**src/design/drw_pkg.sv**
```systemverilog
// shared constants for the drive register pio window
package drw_pkg;
  localparam logic [7:0]  DRW_OFS_HIGH_BYTE   = 8'hDB;
  localparam logic [7:0]  DRW_OFS_LOW_BYTE    = 8'hDC;
  localparam logic [7:0]  DRW_OFS_CNT0        = 8'hE1;
  localparam logic [7:0]  DRW_OFS_CNT1        = 8'hE2;
  localparam logic [7:0]  DRW_OFS_CNT2        = 8'hE3;
  localparam logic [7:0]  DRW_OFS_CNT3        = 8'hE4;
  localparam logic [7:0]  DRW_RST_BYTE        = 8'h00;
  localparam logic [31:0] DRW_RST_COUNT       = 32'h0000_0000;
  // drive addresses in the processor's external data space
  localparam logic [15:0] DRW_XD_DATA         = 16'h31F0;
  localparam logic [12:0] DRW_XD_CMD_BLOCK    = 13'h063E;
  localparam logic [15:0] DRW_XD_ALT_STATUS   = 16'h33F6;
  localparam logic [2:0]  DRW_DA_ALT_STATUS   = 3'h6;
  localparam int          DRW_CLK_MHZ         = 25;
  localparam int          DRW_T_SETUP_NS      = 70;
  localparam int          DRW_T_ACTIVE_NS     = 165;
  localparam int          DRW_T_HOLD_NS       = 30;
  localparam int          DRW_SETUP_CYC  = (DRW_T_SETUP_NS * DRW_CLK_MHZ + 999) / 1000;
  localparam int          DRW_ACTIVE_CYC = (DRW_T_ACTIVE_NS * DRW_CLK_MHZ + 999) / 1000;
  localparam int          DRW_HOLD_CYC   = (DRW_T_HOLD_NS * DRW_CLK_MHZ + 999) / 1000;
  localparam int          DRW_TMR_W      = 4;
endpackage

```
**src/design/drw_pio_if.sv**
```systemverilog
// request and answer path between the window and the pio sequencer
`timescale 1ns/10ps
interface drw_pio_if;
  logic        start;
  logic        wr;
  logic        alt_sel;
  logic [2:0]  da;
  logic [15:0] wdata;
  logic        busy;
  logic        done;
  logic [15:0] rdata;
  modport ctrl (output start, output wr, output alt_sel, output da, output wdata,
                input busy, input done, input rdata);
  modport seq  (input start, input wr, input alt_sel, input da, input wdata,
                output busy, output done, output rdata);
endinterface

```
**src/design/drw_pio_seq.sv**
```systemverilog
// pio cycle sequencer driving the drive's parallel bus
`timescale 1ns/10ps
module drw_pio_seq
  import drw_pkg::*;
(
  input  wire logic  clock_i,
  input  wire logic  rst_b_i,
  drw_pio_if.seq     pio,
  input  wire logic [15:0] dd_i,
  input  wire logic        iordy_i,
  output logic [15:0]      dd_o,
  output logic             dd_oe_o,
  output logic [2:0]       da_o,
  output logic             cs0_b_o,
  output logic             cs1_b_o,
  output logic             dior_b_o,
  output logic             diow_b_o
);
  import drw_pkg::*;

  typedef enum logic [1:0] {
    DRW_S_IDLE   = 2'b00,
    DRW_S_SETUP  = 2'b01,
    DRW_S_ACTIVE = 2'b10,
    DRW_S_HOLD   = 2'b11
  } drw_state_t;

  localparam logic [DRW_TMR_W-1:0] SETUP_T  = DRW_TMR_W'(DRW_SETUP_CYC - 1);
  localparam logic [DRW_TMR_W-1:0] ACTIVE_T = DRW_TMR_W'(DRW_ACTIVE_CYC - 1);
  localparam logic [DRW_TMR_W-1:0] HOLD_T   = DRW_TMR_W'(DRW_HOLD_CYC - 1);

  drw_state_t           state_q, state_d;
  logic [DRW_TMR_W-1:0] tmr_q, tmr_d;
  logic                 wr_q, wr_d;
  logic [15:0]          dd_o_q, dd_o_d;
  logic [2:0]           da_q, da_d;
  logic                 cs0_b_q, cs0_b_d, cs1_b_q, cs1_b_d;
  logic                 dior_b_q, dior_b_d, diow_b_q, diow_b_d, oe_q, oe_d;
  logic                 done_q, done_d;
  logic [15:0]          rdata_q, rdata_d;
  logic [15:0]          dd_m_q, dd_s_q;
  logic                 rdy_m_q, rdy_s_q;

  always_comb begin
    state_d  = state_q;
    tmr_d    = tmr_q;
    wr_d     = wr_q;
    dd_o_d   = dd_o_q;
    da_d     = da_q;
    cs0_b_d  = cs0_b_q;
    cs1_b_d  = cs1_b_q;
    dior_b_d = dior_b_q;
    diow_b_d = diow_b_q;
    oe_d     = oe_q;
    done_d   = 1'b0;
    rdata_d  = rdata_q;
    case (state_q)
      DRW_S_IDLE: begin
        if (pio.start) begin
          state_d = DRW_S_SETUP;
          tmr_d   = SETUP_T;
          wr_d    = pio.wr;
          da_d    = pio.da;
          dd_o_d  = pio.wdata;
          oe_d    = pio.wr;
          cs0_b_d = pio.alt_sel;
          cs1_b_d = !pio.alt_sel;
        end
      end
      DRW_S_SETUP: begin
        if (tmr_q == '0) begin
          state_d  = DRW_S_ACTIVE;
          tmr_d    = ACTIVE_T;
          dior_b_d = wr_q;
          diow_b_d = !wr_q;
        end else begin
          tmr_d = tmr_q - 1'b1;
        end
      end
      DRW_S_ACTIVE: begin
        // the drive may stretch the strobe by pulling its ready line low
        if (tmr_q != '0) begin
          tmr_d = tmr_q - 1'b1;
        end else if (rdy_s_q) begin
          state_d  = DRW_S_HOLD;
          tmr_d    = HOLD_T;
          dior_b_d = 1'b1;
          diow_b_d = 1'b1;
          if (!wr_q) begin
            rdata_d = dd_s_q;
          end
        end
      end
      DRW_S_HOLD: begin
        if (tmr_q == '0) begin
          state_d = DRW_S_IDLE;
          cs0_b_d = 1'b1;
          cs1_b_d = 1'b1;
          oe_d    = 1'b0;
          done_d  = 1'b1;
        end else begin
          tmr_d = tmr_q - 1'b1;
        end
      end
      default: state_d = DRW_S_IDLE;
    endcase
  end

  always_ff @(posedge clock_i) begin
    dd_m_q  <= dd_i;
    dd_s_q  <= dd_m_q;
    rdy_m_q <= iordy_i;
    rdy_s_q <= rdy_m_q;
    if (!rst_b_i) begin
      state_q  <= DRW_S_IDLE;
      tmr_q    <= '0;
      wr_q     <= 1'b0;
      dd_o_q   <= 16'h0000;
      da_q     <= 3'h0;
      cs0_b_q  <= 1'b1;
      cs1_b_q  <= 1'b1;
      dior_b_q <= 1'b1;
      diow_b_q <= 1'b1;
      oe_q     <= 1'b0;
      done_q   <= 1'b0;
      rdata_q  <= 16'h0000;
    end else begin
      state_q  <= state_d;
      tmr_q    <= tmr_d;
      wr_q     <= wr_d;
      dd_o_q   <= dd_o_d;
      da_q     <= da_d;
      cs0_b_q  <= cs0_b_d;
      cs1_b_q  <= cs1_b_d;
      dior_b_q <= dior_b_d;
      diow_b_q <= diow_b_d;
      oe_q     <= oe_d;
      done_q   <= done_d;
      rdata_q  <= rdata_d;
    end
  end

  assign pio.busy  = (state_q != DRW_S_IDLE);
  assign pio.done  = done_q;
  assign pio.rdata = rdata_q;
  assign dd_o      = dd_o_q;
  assign dd_oe_o   = oe_q;
  assign da_o      = da_q;
  assign cs0_b_o   = cs0_b_q;
  assign cs1_b_o   = cs1_b_q;
  assign dior_b_o  = dior_b_q;
  assign diow_b_o  = diow_b_q;
endmodule

```
**src/design/drive_register_pio_window.sv**
```systemverilog
// staging registers and transfer counter for processor pio access to the drive
`timescale 1ns/10ps
module drive_register_pio_window (
  input  wire logic         clock_i,
  input  wire logic         rst_b_i,
  // processor special-function register bus
  input  wire logic [7:0]   sfr_addr_i,
  input  wire logic         sfr_wr_i,
  input  wire logic         sfr_rd_i,
  input  wire logic [7:0]   sfr_wdata_i,
  output logic [7:0]        sfr_rdata_o,
  // processor external data cycles aimed at the drive's registers
  input  wire logic [15:0]  xd_addr_i,
  input  wire logic         xd_wr_i,
  input  wire logic         xd_rd_i,
  input  wire logic [7:0]   xd_wdata_i,
  output logic [7:0]        xd_rdata_o,
  output logic              pio_done_flag_o,
  // transfer progress from the data mover
  input  wire logic         xfer_beat_i,
  input  wire logic [1:0]   xfer_beat_bytes_i,
  input  wire logic         xfer_end_i,
  output logic              xfer_active_o,
  output logic              drive_transfer_error_o,
  // drive parallel bus
  input  wire logic [15:0]  dd_i,
  input  wire logic         iordy_i,
  output logic [15:0]       dd_o,
  output logic              dd_oe_o,
  output logic [2:0]        da_o,
  output logic              cs0_b_o,
  output logic              cs1_b_o,
  output logic              dior_b_o,
  output logic              diow_b_o
);
  import drw_pkg::*;

  drw_pio_if pio ();

  logic [7:0]  high_q;
  logic [7:0]  high_d;
  logic [7:0]  low_q;
  logic [7:0]  low_d;
  logic [31:0] cnt_q;
  logic [31:0] cnt_d;
  logic        active_q;
  logic        active_d;
  logic        err_q;
  logic        err_d;
  logic        done_flag_q;
  logic        done_flag_d;
  logic        is16_q;
  logic        is16_d;
  logic        rd_acc_q;
  logic        rd_acc_d;
  logic [7:0]  sfr_rdata_q;
  logic [7:0]  sfr_rdata_d;
  logic        xd_cmd_hit;
  logic        xd_alt_hit;
  logic        xd_hit;
  logic        start;
  logic [31:0] beat_bytes;

  assign xd_cmd_hit = (xd_addr_i[15:3] == DRW_XD_CMD_BLOCK);
  assign xd_alt_hit = (xd_addr_i == DRW_XD_ALT_STATUS);
  assign xd_hit     = xd_cmd_hit || xd_alt_hit;
  // an access arriving while the sequencer is busy is dropped; firmware waits for done
  assign start      = xd_hit && (xd_wr_i || xd_rd_i) && !pio.busy;
  assign beat_bytes = {30'h0000_0000, xfer_beat_bytes_i};

  assign pio.start   = start;
  assign pio.wr      = xd_wr_i;
  assign pio.alt_sel = xd_alt_hit;
  assign pio.da      = xd_alt_hit ? DRW_DA_ALT_STATUS : xd_addr_i[2:0];
  assign pio.wdata   = {high_q, xd_wdata_i};

  // kind of the running access and its completion flag
  always_comb begin
    is16_d      = is16_q;
    rd_acc_d    = rd_acc_q;
    done_flag_d = done_flag_q;
    if (start) begin
      done_flag_d = 1'b0;
      is16_d      = (xd_addr_i == DRW_XD_DATA);
      rd_acc_d    = !xd_wr_i;
    end
    // a completion landing on the cycle of a new start still sets the flag
    if (pio.done) begin
      done_flag_d = 1'b1;
    end
  end

  always_comb begin
    high_d = high_q;
    low_d  = low_q;
    if (sfr_wr_i && sfr_addr_i == DRW_OFS_HIGH_BYTE) begin
      high_d = sfr_wdata_i;
    end
    if (sfr_wr_i && sfr_addr_i == DRW_OFS_LOW_BYTE) begin
      low_d = sfr_wdata_i;
    end
    // bytes change only at completion, so they hold until the next access;
    // the processor strobe is long gone by then, hence the stored access kind
    if (pio.done && rd_acc_q) begin
      low_d = pio.rdata[7:0];
      if (is16_q) begin
        high_d = pio.rdata[15:8];
      end
    end
  end

  always_comb begin
    cnt_d    = cnt_q;
    active_d = active_q;
    err_d    = err_q;
    if (active_q && xfer_beat_i) begin
      // a beat that uses up the count closes the transfer cleanly
      if (cnt_q <= beat_bytes) begin
        cnt_d    = 32'h0000_0000;
        active_d = 1'b0;
      end else begin
        cnt_d = cnt_q - beat_bytes;
      end
    end
    // upper bytes load the live counter, even while a transfer runs
    if (sfr_wr_i) begin
      case (sfr_addr_i)
        DRW_OFS_CNT1: cnt_d[15:8]  = sfr_wdata_i;
        DRW_OFS_CNT2: cnt_d[23:16] = sfr_wdata_i;
        DRW_OFS_CNT3: cnt_d[31:24] = sfr_wdata_i;
        DRW_OFS_CNT0: begin
          cnt_d[7:0] = sfr_wdata_i;
          active_d   = 1'b1;
          err_d      = 1'b0;
        end
        default: cnt_d = cnt_d;
      endcase
    end
    // an end seen in the arming cycle counts only if a transfer was already active, and then the set wins over the clear
    if (active_q && xfer_end_i && !(xfer_beat_i && cnt_q <= beat_bytes)) begin
      err_d    = 1'b1;
      active_d = 1'b0;
    end
  end

  // reads are registered, so data follows the strobe by one cycle
  always_comb begin
    sfr_rdata_d = sfr_rdata_q;
    if (sfr_rd_i) begin
      case (sfr_addr_i)
        DRW_OFS_HIGH_BYTE: sfr_rdata_d = high_q;
        DRW_OFS_LOW_BYTE:  sfr_rdata_d = low_q;
        DRW_OFS_CNT0:      sfr_rdata_d = cnt_q[7:0];
        DRW_OFS_CNT1:      sfr_rdata_d = cnt_q[15:8];
        DRW_OFS_CNT2:      sfr_rdata_d = cnt_q[23:16];
        DRW_OFS_CNT3:      sfr_rdata_d = cnt_q[31:24];
        default:           sfr_rdata_d = DRW_RST_BYTE;
      endcase
    end
  end

  always_ff @(posedge clock_i) begin
    if (!rst_b_i) begin
      high_q      <= DRW_RST_BYTE;
      low_q       <= DRW_RST_BYTE;
      is16_q      <= 1'b0;
      rd_acc_q    <= 1'b0;
      done_flag_q <= 1'b0;
      cnt_q       <= DRW_RST_COUNT;
      active_q    <= 1'b0;
      err_q       <= 1'b0;
      sfr_rdata_q <= DRW_RST_BYTE;
    end else begin
      high_q      <= high_d;
      low_q       <= low_d;
      is16_q      <= is16_d;
      rd_acc_q    <= rd_acc_d;
      done_flag_q <= done_flag_d;
      cnt_q       <= cnt_d;
      active_q    <= active_d;
      err_q       <= err_d;
      sfr_rdata_q <= sfr_rdata_d;
    end
  end

  // the direct read of a drive address returns a dummy zero, results come via staging
  always_ff @(posedge clock_i) begin
    xd_rdata_o <= DRW_RST_BYTE;
  end

  assign sfr_rdata_o            = sfr_rdata_q;
  assign pio_done_flag_o        = done_flag_q;
  assign xfer_active_o          = active_q;
  assign drive_transfer_error_o = err_q;

  // the sequencer owns all drive pin timing; this module only stages bytes and keeps the transfer counter
  drw_pio_seq u_seq (
    .clock_i  (clock_i),
    .rst_b_i  (rst_b_i),
    .pio      (pio),
    .dd_i     (dd_i),
    .iordy_i  (iordy_i),
    .dd_o     (dd_o),
    .dd_oe_o  (dd_oe_o),
    .da_o     (da_o),
    .cs0_b_o  (cs0_b_o),
    .cs1_b_o  (cs1_b_o),
    .dior_b_o (dior_b_o),
    .diow_b_o (diow_b_o)
  );
endmodule

```
**config.mk**
```make
export PLATFORM = sky130hd
export DESIGN_NAME = drive_register_pio_window
export DESIGN_NICKNAME = d
export VERILOG_FILES = /design/src/design/drw_pkg.sv /design/src/design/drw_pio_if.sv /design/src/design/drw_pio_seq.sv /design/src/design/drive_register_pio_window.sv
export SDC_FILE = /design/constraint.sdc
export NUM_CORES = 1
export LEC_CHECK = 0
export BUFFER_PORTS_ARGS = -buffer_cell sky130_fd_sc_hd__buf_2
export CORE_ASPECT_RATIO = 1.5
export CORE_MARGIN = 3
export CORE_UTILIZATION = 45
export CTS_BUF_LIST = sky130_fd_sc_hd__clkbuf_4
export CTS_CLUSTER_DIAMETER = 120
export DETAILED_ROUTE_END_ITERATION = 10
export PLACE_DENSITY_LB_ADDON = 0.12
export SETUP_SLACK_MARGIN = 0.02
export SLEW_MARGIN = 25
export SYNTH_ARGS = -nofsm -noshare
export SYNTH_HDL_FRONTEND = slang
export SYNTH_SLANG_ARGS = --single-unit
```
**constraint.sdc**
```tcl
create_clock -name clock_i -period 3.5 [get_ports clock_i]
set_input_delay 0.35 -clock clock_i [delete_from_list [all_inputs] [get_ports clock_i]]
set_output_delay 0.35 -clock clock_i [all_outputs]
set_load 0.01 [all_outputs]
```
Word-level counts from Yosys, hierarchy flattened
Index checks and enable logic that the tools add are counted.
W data, S select, Z words.
{"block": "classes", "n_eq_ne": 19, "reduce_logical": 35, "muxes": 50, "add_sub_neg": 2, "n_lt_le_gt_ge": 1, "bitwise_logic": 3}
{"operator": "$mux W32", "n": 3}
{"operator": "$mux W8", "n": 9}
{"operator": "$eq A8 B8 Y1 const B", "n": 6}
{"operator": "$pmux W8 S6", "n": 1}
{"operator": "$eq A16 B14 Y1 const B", "n": 2}
{"operator": "$le A32 B2 Y1", "n": 1}
{"operator": "$sub A32 B2 Y32", "n": 1}
{"operator": "$mux W4", "n": 5}
{"operator": "$mux W1", "n": 19}
{"operator": "$pmux W4 S4", "n": 1}
{"operator": "$reduce_bool A2 Y1", "n": 7}
{"operator": "$eq A13 B11 Y1 const B", "n": 1}
{"operator": "$mux W2", "n": 5}
{"operator": "$pmux W1 S2", "n": 5}
{"operator": "$logic_and A1 B1 Y1", "n": 9}
{"operator": "$pmux W2 S4", "n": 1}
{"operator": "$reduce_and A4 Y1", "n": 2}
{"operator": "$ne A2 B1 Y1 const B", "n": 3}
{"operator": "$ne A2 B2 Y1 const B", "n": 3}
{"operator": "$reduce_and A2 Y1", "n": 3}
{"operator": "$reduce_and A3 Y1", "n": 2}
{"operator": "$logic_not A1 Y1", "n": 5}
{"operator": "$reduce_and A5 Y1", "n": 1}
{"operator": "$eq A2 B2 Y1 const B", "n": 2}
{"operator": "other kinds (10)", "n": 13}
{"block": "totals", "output_inout_bits": 43, "input_bits": 67, "ff_bits": 143}

Logic depth before layout (Yosys ltp)
Gate-level depths: netlist of run 1.
{"block": "depth", "ltp_word": 6, "ltp_mapped": 9, "mapped_depth_nobuf": 8}

Modules after synthesis
A second synthesis of run 1 with hierarchy kept.
{"block": "unflattened", "hier_cells": 675, "area_unflattened_um2": 6216.0}
{"mod": "drive_register_pio_window", "area_each_um2": 3462.1, "n_inst": 1, "cells_each": 393}
{"mod": "drw_pio_seq", "area_each_um2": 2753.9, "n_inst": 1, "cells_each": 282}

Worst setup path before layout of run 1
No wires, ideal clock.
{"block": "synth_path", "path_type": "flip-flop to flip-flop", "startpoint": "reg cnt_q[12]", "endpoint": "reg cnt_q[23]", "t_arrival_ps": 2360, "path_buffers": 1, "path_stages_with_launch": 7, "setup_time_ps": 135, "slack_ps": 1006, "path_cell_list": "dfxtp_1 > or4_1 > or4_1 > or4_1 > buf_4 > o211ai_4 > o22ai_1"}
{"block": "synth_via", "elab_chain_cells": 5, "elab_cells_between_ends": 6}
{"element": "from (decl)", "line": "drive_register_pio_window.sv:44", "source": "logic [31:0] cnt_q;"}
{"element": "from (signal assigned)", "line": "drive_register_pio_window.sv:179", "source": "cnt_q <= cnt_d;"}
{"element": "$sub A32 B2 Y32 / $le A32 B2 Y1 (equally long branches)", "line": "drive_register_pio_window.sv:122, drive_register_pio_window.sv:118"}
{"element": "$mux W32 (*)", "line": "drive_register_pio_window.sv:118", "source": "if (cnt_q <= beat_bytes) begin"}
{"element": "$mux W32 (*)", "line": "drive_register_pio_window.sv:116", "source": "if (active_q && xfer_beat_i) begin"}
{"element": "$mux W8", "line": "drive_register_pio_window.sv:127", "source": "case (sfr_addr_i)"}
{"element": "$mux W32 (*)", "line": "drive_register_pio_window.sv:126", "source": "if (sfr_wr_i) begin"}
Mark *: on every way between the ends. The rest lies on a longest branch, timed or not.
A chain may end at the register's enable or synchronous reset.

Worst setup path in the final report of run 1
{"block": "layout_path", "startpoint": "reg cnt_q[12]", "endpoint": "reg cnt_q[29]"}
Same word-level chain as after synthesis.

==> results.tsv, run 1 <==
stage	metric	value	unit
sta	slew_headroom	41.0	%
die	die_y	149	um
critical_path	rr_worst_depth	5	
power	p_leak	2.82	nW
sta	max_freq	336	MHz
die	core	13100	um2
power	vdd_ir_drop_max	0.000362	V
sta	fin_crit_sh	85.0	%
min_path	holdPathStages	3	
die	dieArea	15000	um2
place	hpwl	12.8	mm
clock_tree	cts_max_path_buffers	2	
global_routing	grtUsageTotal	23.3	%
synthesis	ys_seq_area_share	46.9	%
sta	rsz0062_at_grt	false	
critical_path	r2r-end	cnt_q[29]	
final_layout	fillCellCount	1247	
global_routing	grt_pass1_vias	5440	
clock_tree	clkTransAtPathRegs	0.14	ns
sta	worst_pin_slew	0.884	ns
power	p_total	2.88	mW
synthesis	yosys_warnings	0	
critical_path	crit_start	cnt_q[12]	
synthesis	synthCells	688	
critical_path	cp-start-kind	flop	
die	start_util	46.4	%
power	combPwrFrac	6.0	%
clock_tree	cts_made_buffers	17	
critical_path	end_kind	flop	
run_status	status	finished clean	
power	pwr-share-clk	36.3	%
synthesis	synth_ff_type	dfxtp_1	
final_layout	nets	879	
global_routing	grt_pass1_wl	27.4	mm
final_layout	finalInstanceArea	7200	um2
critical_path	reg2reg_slack	0.52	ns
clock_tree	cts-root-buf	clkbuf_4	
power	p_int	2.11	mW
min_path	hp-start	xd_wdata_i[4]	
synthesis	syn_area_per_cell	8.87	um2
sta	finClkSkew	0.0206	ns
critical_path	crit_arrival	3.38	ns
route	wire_per_inst	17.6	um
route	highest_layer	met4	
critical_path	path_max_fanout	10	
die	fp-row-count	51	
clock_tree	cts.sinks	143	
clock_tree	htreeDepth	4	
sta	slew_viol_final	0	
clock_tree	clk_latency	0.53	ns
synthesis	ys_types	59	
place	placed_cell_area	6730	um2
final_layout	drive_gt1_share	20.5	%
route	met3_length	689	um
route	drc	0	
power	p_sw_share	26.8	%
route	via_per_inst	5.70	
route	met2WireLength	9.31	mm
final_layout	multi_input_area	3020	um2
final_layout	area_growth	17.9	%
clock_tree	cts_tree	built	
global_routing	grt_max_degree	55	
sta	setup_viol	0	
critical_path	r2r_start	cnt_q[12]	
synthesis	synthArstFlopShare	0	%
critical_path	setup.worst_path.class	reg -> reg	
sta	hold_violations	0	
sta	period_minus_slack	2.98	ns
route	dr.pass1.iters	4	
route	wl_met1	6.33	mm
synthesis	ys_ff_latch	143	
route	ant_nets	0	
route	drt_wl_total	17.1	mm
clock_tree	cts_resized	0	
route	vias	5556	
synthesis	synth_edf_count	0	
place	routabilityCongestion	0.931	
synthesis	synth_top_area_cell	dfxtp_1	
global_routing	gr-total-overflow	0	
place	portBuffers	101	
die	die_w	101	um
min_path	min_path_type	in -> reg	
die	io_pins	110	
final_layout	ff_latch_area	2860	um2
sta	tns	0	ns
synthesis	netlist.area_leader.share	46.9	%
power	power_switching	773	uW
min_path	min_to	u_seq.dd_o[4]	
synthesis	netlist_area	6100	um2
synthesis	ys_top_cells_by_area	dfxtp_1, nand2_1, a21oi_1	
route	drtIter0Drc	208	
critical_path	required	3.91	ns
power	power_frac_seq	57.6	%
power	cellPowerDensity	401	nW/um2
run	cap_violations	0	
global_routing	antenna_found_initial	1	
-- cells by family (layout without fill, tap and decap cells) --
| kind of cell | count (synthesis) | after routing | share of synthesized area [%] |
|---|---|---|---|
| simple gates | 246 | 246 | 19.9 |
| compound gates | 185 | 185 | 19.8 |
| flops | 143 | 143 | 46.9 |
| buf+inv | 57 | 177 | 4.06 |
| xor+xnor | 26 | 26 | 3.73 |
| mux | 20 | 20 | 3.44 |
| fa+ha+maj | 10 | 10 | 2.17 |
| other cells | 1 | 9 | 0.0614 |
-- state kept, by name, summed over array words and instances (netlist names), 2 cells and up --
| register | count |
|---|---|
| u_seq.dd_m_q | 16 |
| cnt_q | 32 |
| u_seq.da_o | 3 |
| u_seq.tmr_q | 4 |
| u_seq.state_q | 2 |
| u_seq.pio.rdata | 16 |
| sfr_rdata_o | 8 |
| high_q | 8 |
| low_q | 8 |
| u_seq.dd_s_q | 16 |
| u_seq.dd_o | 16 |
-- cells in the final DEF (no fill, tap or decap), drive strengths merged, types with 8 or more instances in the layout --
master       netlist  final
nand3             21     21
dfxtp            143    143
mux2               8      8
clkbuf            32     18
a22oi             13     13
xnor2             23     23
nor4              17     17
nor3              17     17
o22ai             23     23
dlygate4sd3        0     18
conb               1      8
inv               14     22
or4               15     15
nor2              26     26
o21ai             28     28
nand2            113    113
a311oi             8      8
a21oi             71     71
mux2i             12     12
buf               11    113
ha                 9      9
-- critical path, cell delays in order (launching register included) --
cell and delay (ns):
dfxtp_1 0.37, or4_1 0.59, or4_1 0.52, or4_1 0.83, o211ai_4 0.40, a22oi_1 0.15
-- power by group through the flow --
stage | logic [mW] | clock network, mW | registers [mW]
after floorplan | 0.0844 | 0 | 1.70
after global placement | 0.155 | 0 | 1.70
after detailed placement | 0.157 | 0 | 1.70
after CTS | 0.172 | 1.08 | 1.66
after global routing | 0.190 | 1.16 | 1.67
final | 0.174 | 1.05 | 1.66
-- what timing repair did --
item | in CTS | in global routing
setup buffers | 0 | 0
endpoints found under the hold margin | 17 | 1
endpoints found under the setup margin | 0 | 0
hold buffers | 17 | 1
-- routing by layer --
layer	global-route usage, %	vias up
met5	0	-
met4	12.4	0
met3	4.88	37
met2	42.0	165
met1	24.8	2627
li1	-	2727
-- cells in the mapped netlist (4+ instances only) --
library cell and instances:
or3b_2 4, a311oi_1 8, nand4b_1 5, inv_1 13, mux2_2 8, or4_1 15
o2bb2ai_1 7, dfxtp_1 143, ha_1 9, nor2_1 26, clkbuf_1 32, a22oi_1 13
nand2_1 113, a221oi_1 7, nand3_1 21, or3_1 6, o22ai_1 23, nor3_1 17
o21ai_0 27, nor4_1 16, mux2i_1 12, buf_4 9, a21oi_1 71, xnor2_1 23
-- worst max path at each step --
stage / endpoint / depth (start not counted)
floorplan: cnt_q[23] / 6
global placement: cnt_q[27] / 5
detailed placement: cnt_q[29] / 5
CTS: cnt_q[29] / 5
global route: cnt_q[22] / 5
finish: cnt_q[29] / 5
-- cell type report --
cell class	count	share of cell area, %
Inverter	14	0.730
Sequential cell	143	39.8
Timing Repair Buffer	131	10.8
Clock inverter	14	2.07
Antenna cell	1	0.0348
Multi-Input combinational cell	495	42.0
Clock buffer	18	1.88
Tap cell	159	2.76
-- per-stage QoR --
step / hold slack, ns / util [%] / setup slack [ns] / std cells
2_1_floorplan: 0.310 / - / 1.01 / 695
3_3_place_gp: 0.311 / 51.2 / 0.580 / 924
3_5_place_dp: 0.312 / 51.2 / 0.555 / 924
4_1_cts: 0.0159 / 54.7 / 0.511 / 973
5_1_grt: 0.000272 / 54.7 / 0.415 / 975
6_report: 0.0577 / 54.7 / 0.525 / 975
No activity file was read; power rests on OpenSTA's default activity.
==> inputs of run 2 (changes only) <==
--- a/config.mk
+++ b/config.mk
@@ -13,6 +13,7 @@
 export CTS_CLUSTER_DIAMETER = 120
 export DETAILED_ROUTE_END_ITERATION = 10
 export PLACE_DENSITY_LB_ADDON = 0.12
+export REMOVE_ABC_BUFFERS = 1
 export SETUP_SLACK_MARGIN = 0.02
 export SLEW_MARGIN = 25
 export SYNTH_ARGS = -nofsm -noshare
==> run 2 against run 1 <==
Effect of this change:
- cell count up 0.62%
- total power up 0.39%
- register-to-register slack worse by 0.02 ns
- fmax down 0.56%
- cell area up 1.0%
- clock power about the same
- largest power group unchanged
- clock skew down 0.00059 ns
- sequential power about the same
- combinational power up 3%
==> results.tsv, run 2 (same netlist as run 1, synthesis figures left out) <==
stage	metric	value	unit
critical_path	required	3.92	ns
power	p_total	2.90	mW
critical_path	crit_family	simple AND/OR/NAND/NOR gates	
global_routing	antenna_found_initial	1	
final_layout	final_common_cell	dfxtp_1	
final_layout	finalInstanceArea	7270	um2
min_path	min_path_type	in -> reg	
route	ant_nets	0	
clock_tree	cts_resized	0	
power	p_sw_share	28.7	%
route	drt_wl_total	17.0	mm
global_routing	gr-total-overflow	0	
clock_tree	htreeDepth	4	
place	hpwl	12.7	mm
critical_path	setup.worst_path.class	reg -> reg	
power	combPwrFrac	6.2	%
sta	setup_viol	0	
die	start_util	46.4	%
final_layout	multi_input_area	3020	um2
critical_path	crit_arrival	3.41	ns
die	die_w	101	um
power	power_switching	833	uW
sta	finClkSkew	0.0200	ns
sta	period_minus_slack	2.99	ns
final_layout	final_cell_mix	dfxtp_1, nand2_1, buf_2	
die	die_y	149	um
power	power_frac_seq	57.4	%
final_layout	largest_reg_flops	32	
clock_tree	cts_made_buffers	17	
critical_path	critical-path-max-stage-delay	0.84	ns
final_layout	ff_latch_area	2860	um2
global_routing	grt-busiest-layer	met2	
clock_tree	cts-root-buf	clkbuf_4	
route	dr.pass1.iters	5	
global_routing	grt_max_degree	56	
clock_tree	post-cts-setup-buffer-count	0	
final_layout	drive_gt1_share	20.3	%
final_layout	nets	885	
die	core	13100	um2
route	wire_per_inst	17.4	um
sta	rsz0062_at_grt	false	
clock_tree	clkTransAtPathRegs	0.15	ns
die	io_pins	110	
route	via_per_inst	5.70	
final_layout	area_growth	19.1	%
sta	max_freq	334	MHz
critical_path	cp_cell_sequence	or4_1 -> or4_1 -> or4_1 -> o211ai_4 -> a22oi_1	
power	cellPowerDensity	398	nW/um2
critical_path	path_max_fanout	10	
global_routing	grtUsageTotal	22.9	%
sta	hold_violations	0	
route	drc	0	
sta	slew_viol_final	0	
run	cap_violations	0	
clock_tree	cts_tree	built	
critical_path	end_kind	flop	
sta	worst_pin_slew	0.810	ns
global_routing	use_met1	25.1	%
clock_tree	cts_max_path_buffers	2	
global_routing	grt_pass1_vias	5503	
global_routing	grtUsageMet3	4.79	%
critical_path	cp_num_buf_inv	0	
run_status	status	finished clean	
critical_path	crit_path_frequent_cell	or4_1	
power	p_int	2.06	mW
clock_tree	clk_latency	0.55	ns
power	vdd_ir_drop_max	0.000343	V
critical_path	cp-start-kind	flop	
sta	fin_crit_sh	85.5	%
critical_path	slowest_stage	or4_1	
place	routabilityCongestion	0.925	
route	drtIter0Drc	276	
power	p_leak	2.85	nW
global_routing	grt_pass1_wl	27.0	mm
die	fp-row-count	51	
final_layout	fillCellCount	1240	
sta	slew_headroom	46.0	%
final_layout	largest-register	cnt_q	
power	pwr-share-clk	36.4	%
clock_tree	cts.sinks	143	
route	vias	5594	
die	dieArea	15000	um2
sta	tns	0	ns
place	portBuffers	101	
place	placed_cell_area	6730	um2
global_routing	gr-usage-met2	40.8	%
-- run 2: cell types whose count changed in the layout (fill, tap and decap cells not counted), sizes merged --
cell         change
clkinv           +1
bufinv           -1
dlygate4sd3      +6
inv              +1
clkbuf           -1
-- run 2: cell type report --
cell class | instances | area share, %
timing repair buffer | 137 | 11.5
multi-input combinational | 495 | 41.5
clock inverter | 15 | 2.32
inverter | 14 | 0.723
sequential | 143 | 39.4
antenna | 1 | 0.0344
clock buffer | 17 | 1.76
tap | 159 | 2.74
-- run 2: timing repair --
item / in CTS / in global routing
endpoints found under the setup margin: 0 / 0
hold buffers: 24 / 0
hold endpoints to repair: 24 / 0
-- run 2: worst paths after layout --
check | end | start | cells past startpoint | slack [ns]
min reg2reg | u_seq.dd_s_q[2] | u_seq.dd_m_q[2] | 0 | 0.33
min | u_seq.dd_o[3] | xd_wdata_i[3] | 3 | 0.05
max reg2reg | cnt_q[29] | cnt_q[12] | 5 | 0.51
max | cnt_q[29] | cnt_q[12] | 5 | 0.51
-- run 2: power by group through the flow --
stage / Clock [mW] / Combinational [mW] / Sequential [mW]
after global routing: 1.15 / 0.196 / 1.67
final: 1.05 / 0.180 / 1.66
after global placement: 0 / 0.155 / 1.70
after CTS: 1.09 / 0.178 / 1.66
after floorplan: 0 / 0.0613 / 1.70
after detailed placement: 0 / 0.157 / 1.70
-- run 2: metal layers --
| layer | vias up | wire length, um |
|---|---|---|
| met2 | 183 | 9150 |
| met1 | 2626 | 6230 |
| met4 | 0 | 759 |
| li1 | 2734 | - |
| met3 | 51 | 880 |
| met5 | - | 0 |
-- run 2: stage by stage --
stage / instances / utilization, % / hold slack, ns / worst slack, ns
floorplan: 652 / - / 0.310 / 0.873
global placement: 924 / 51.2 / 0.311 / 0.637
detailed placement: 924 / 51.2 / 0.312 / 0.613
CTS: 980 / 55.3 / 0.00257 / 0.564
global route: 981 / 55.3 / 0.00742 / 0.417
finish: 981 / 55.3 / 0.0478 / 0.508
-- run 2: tightest hold or removal path, stage by stage --
cell and delay (ns):
buf_2 0.10, nand2_1 0.05, a21oi_1 0.06
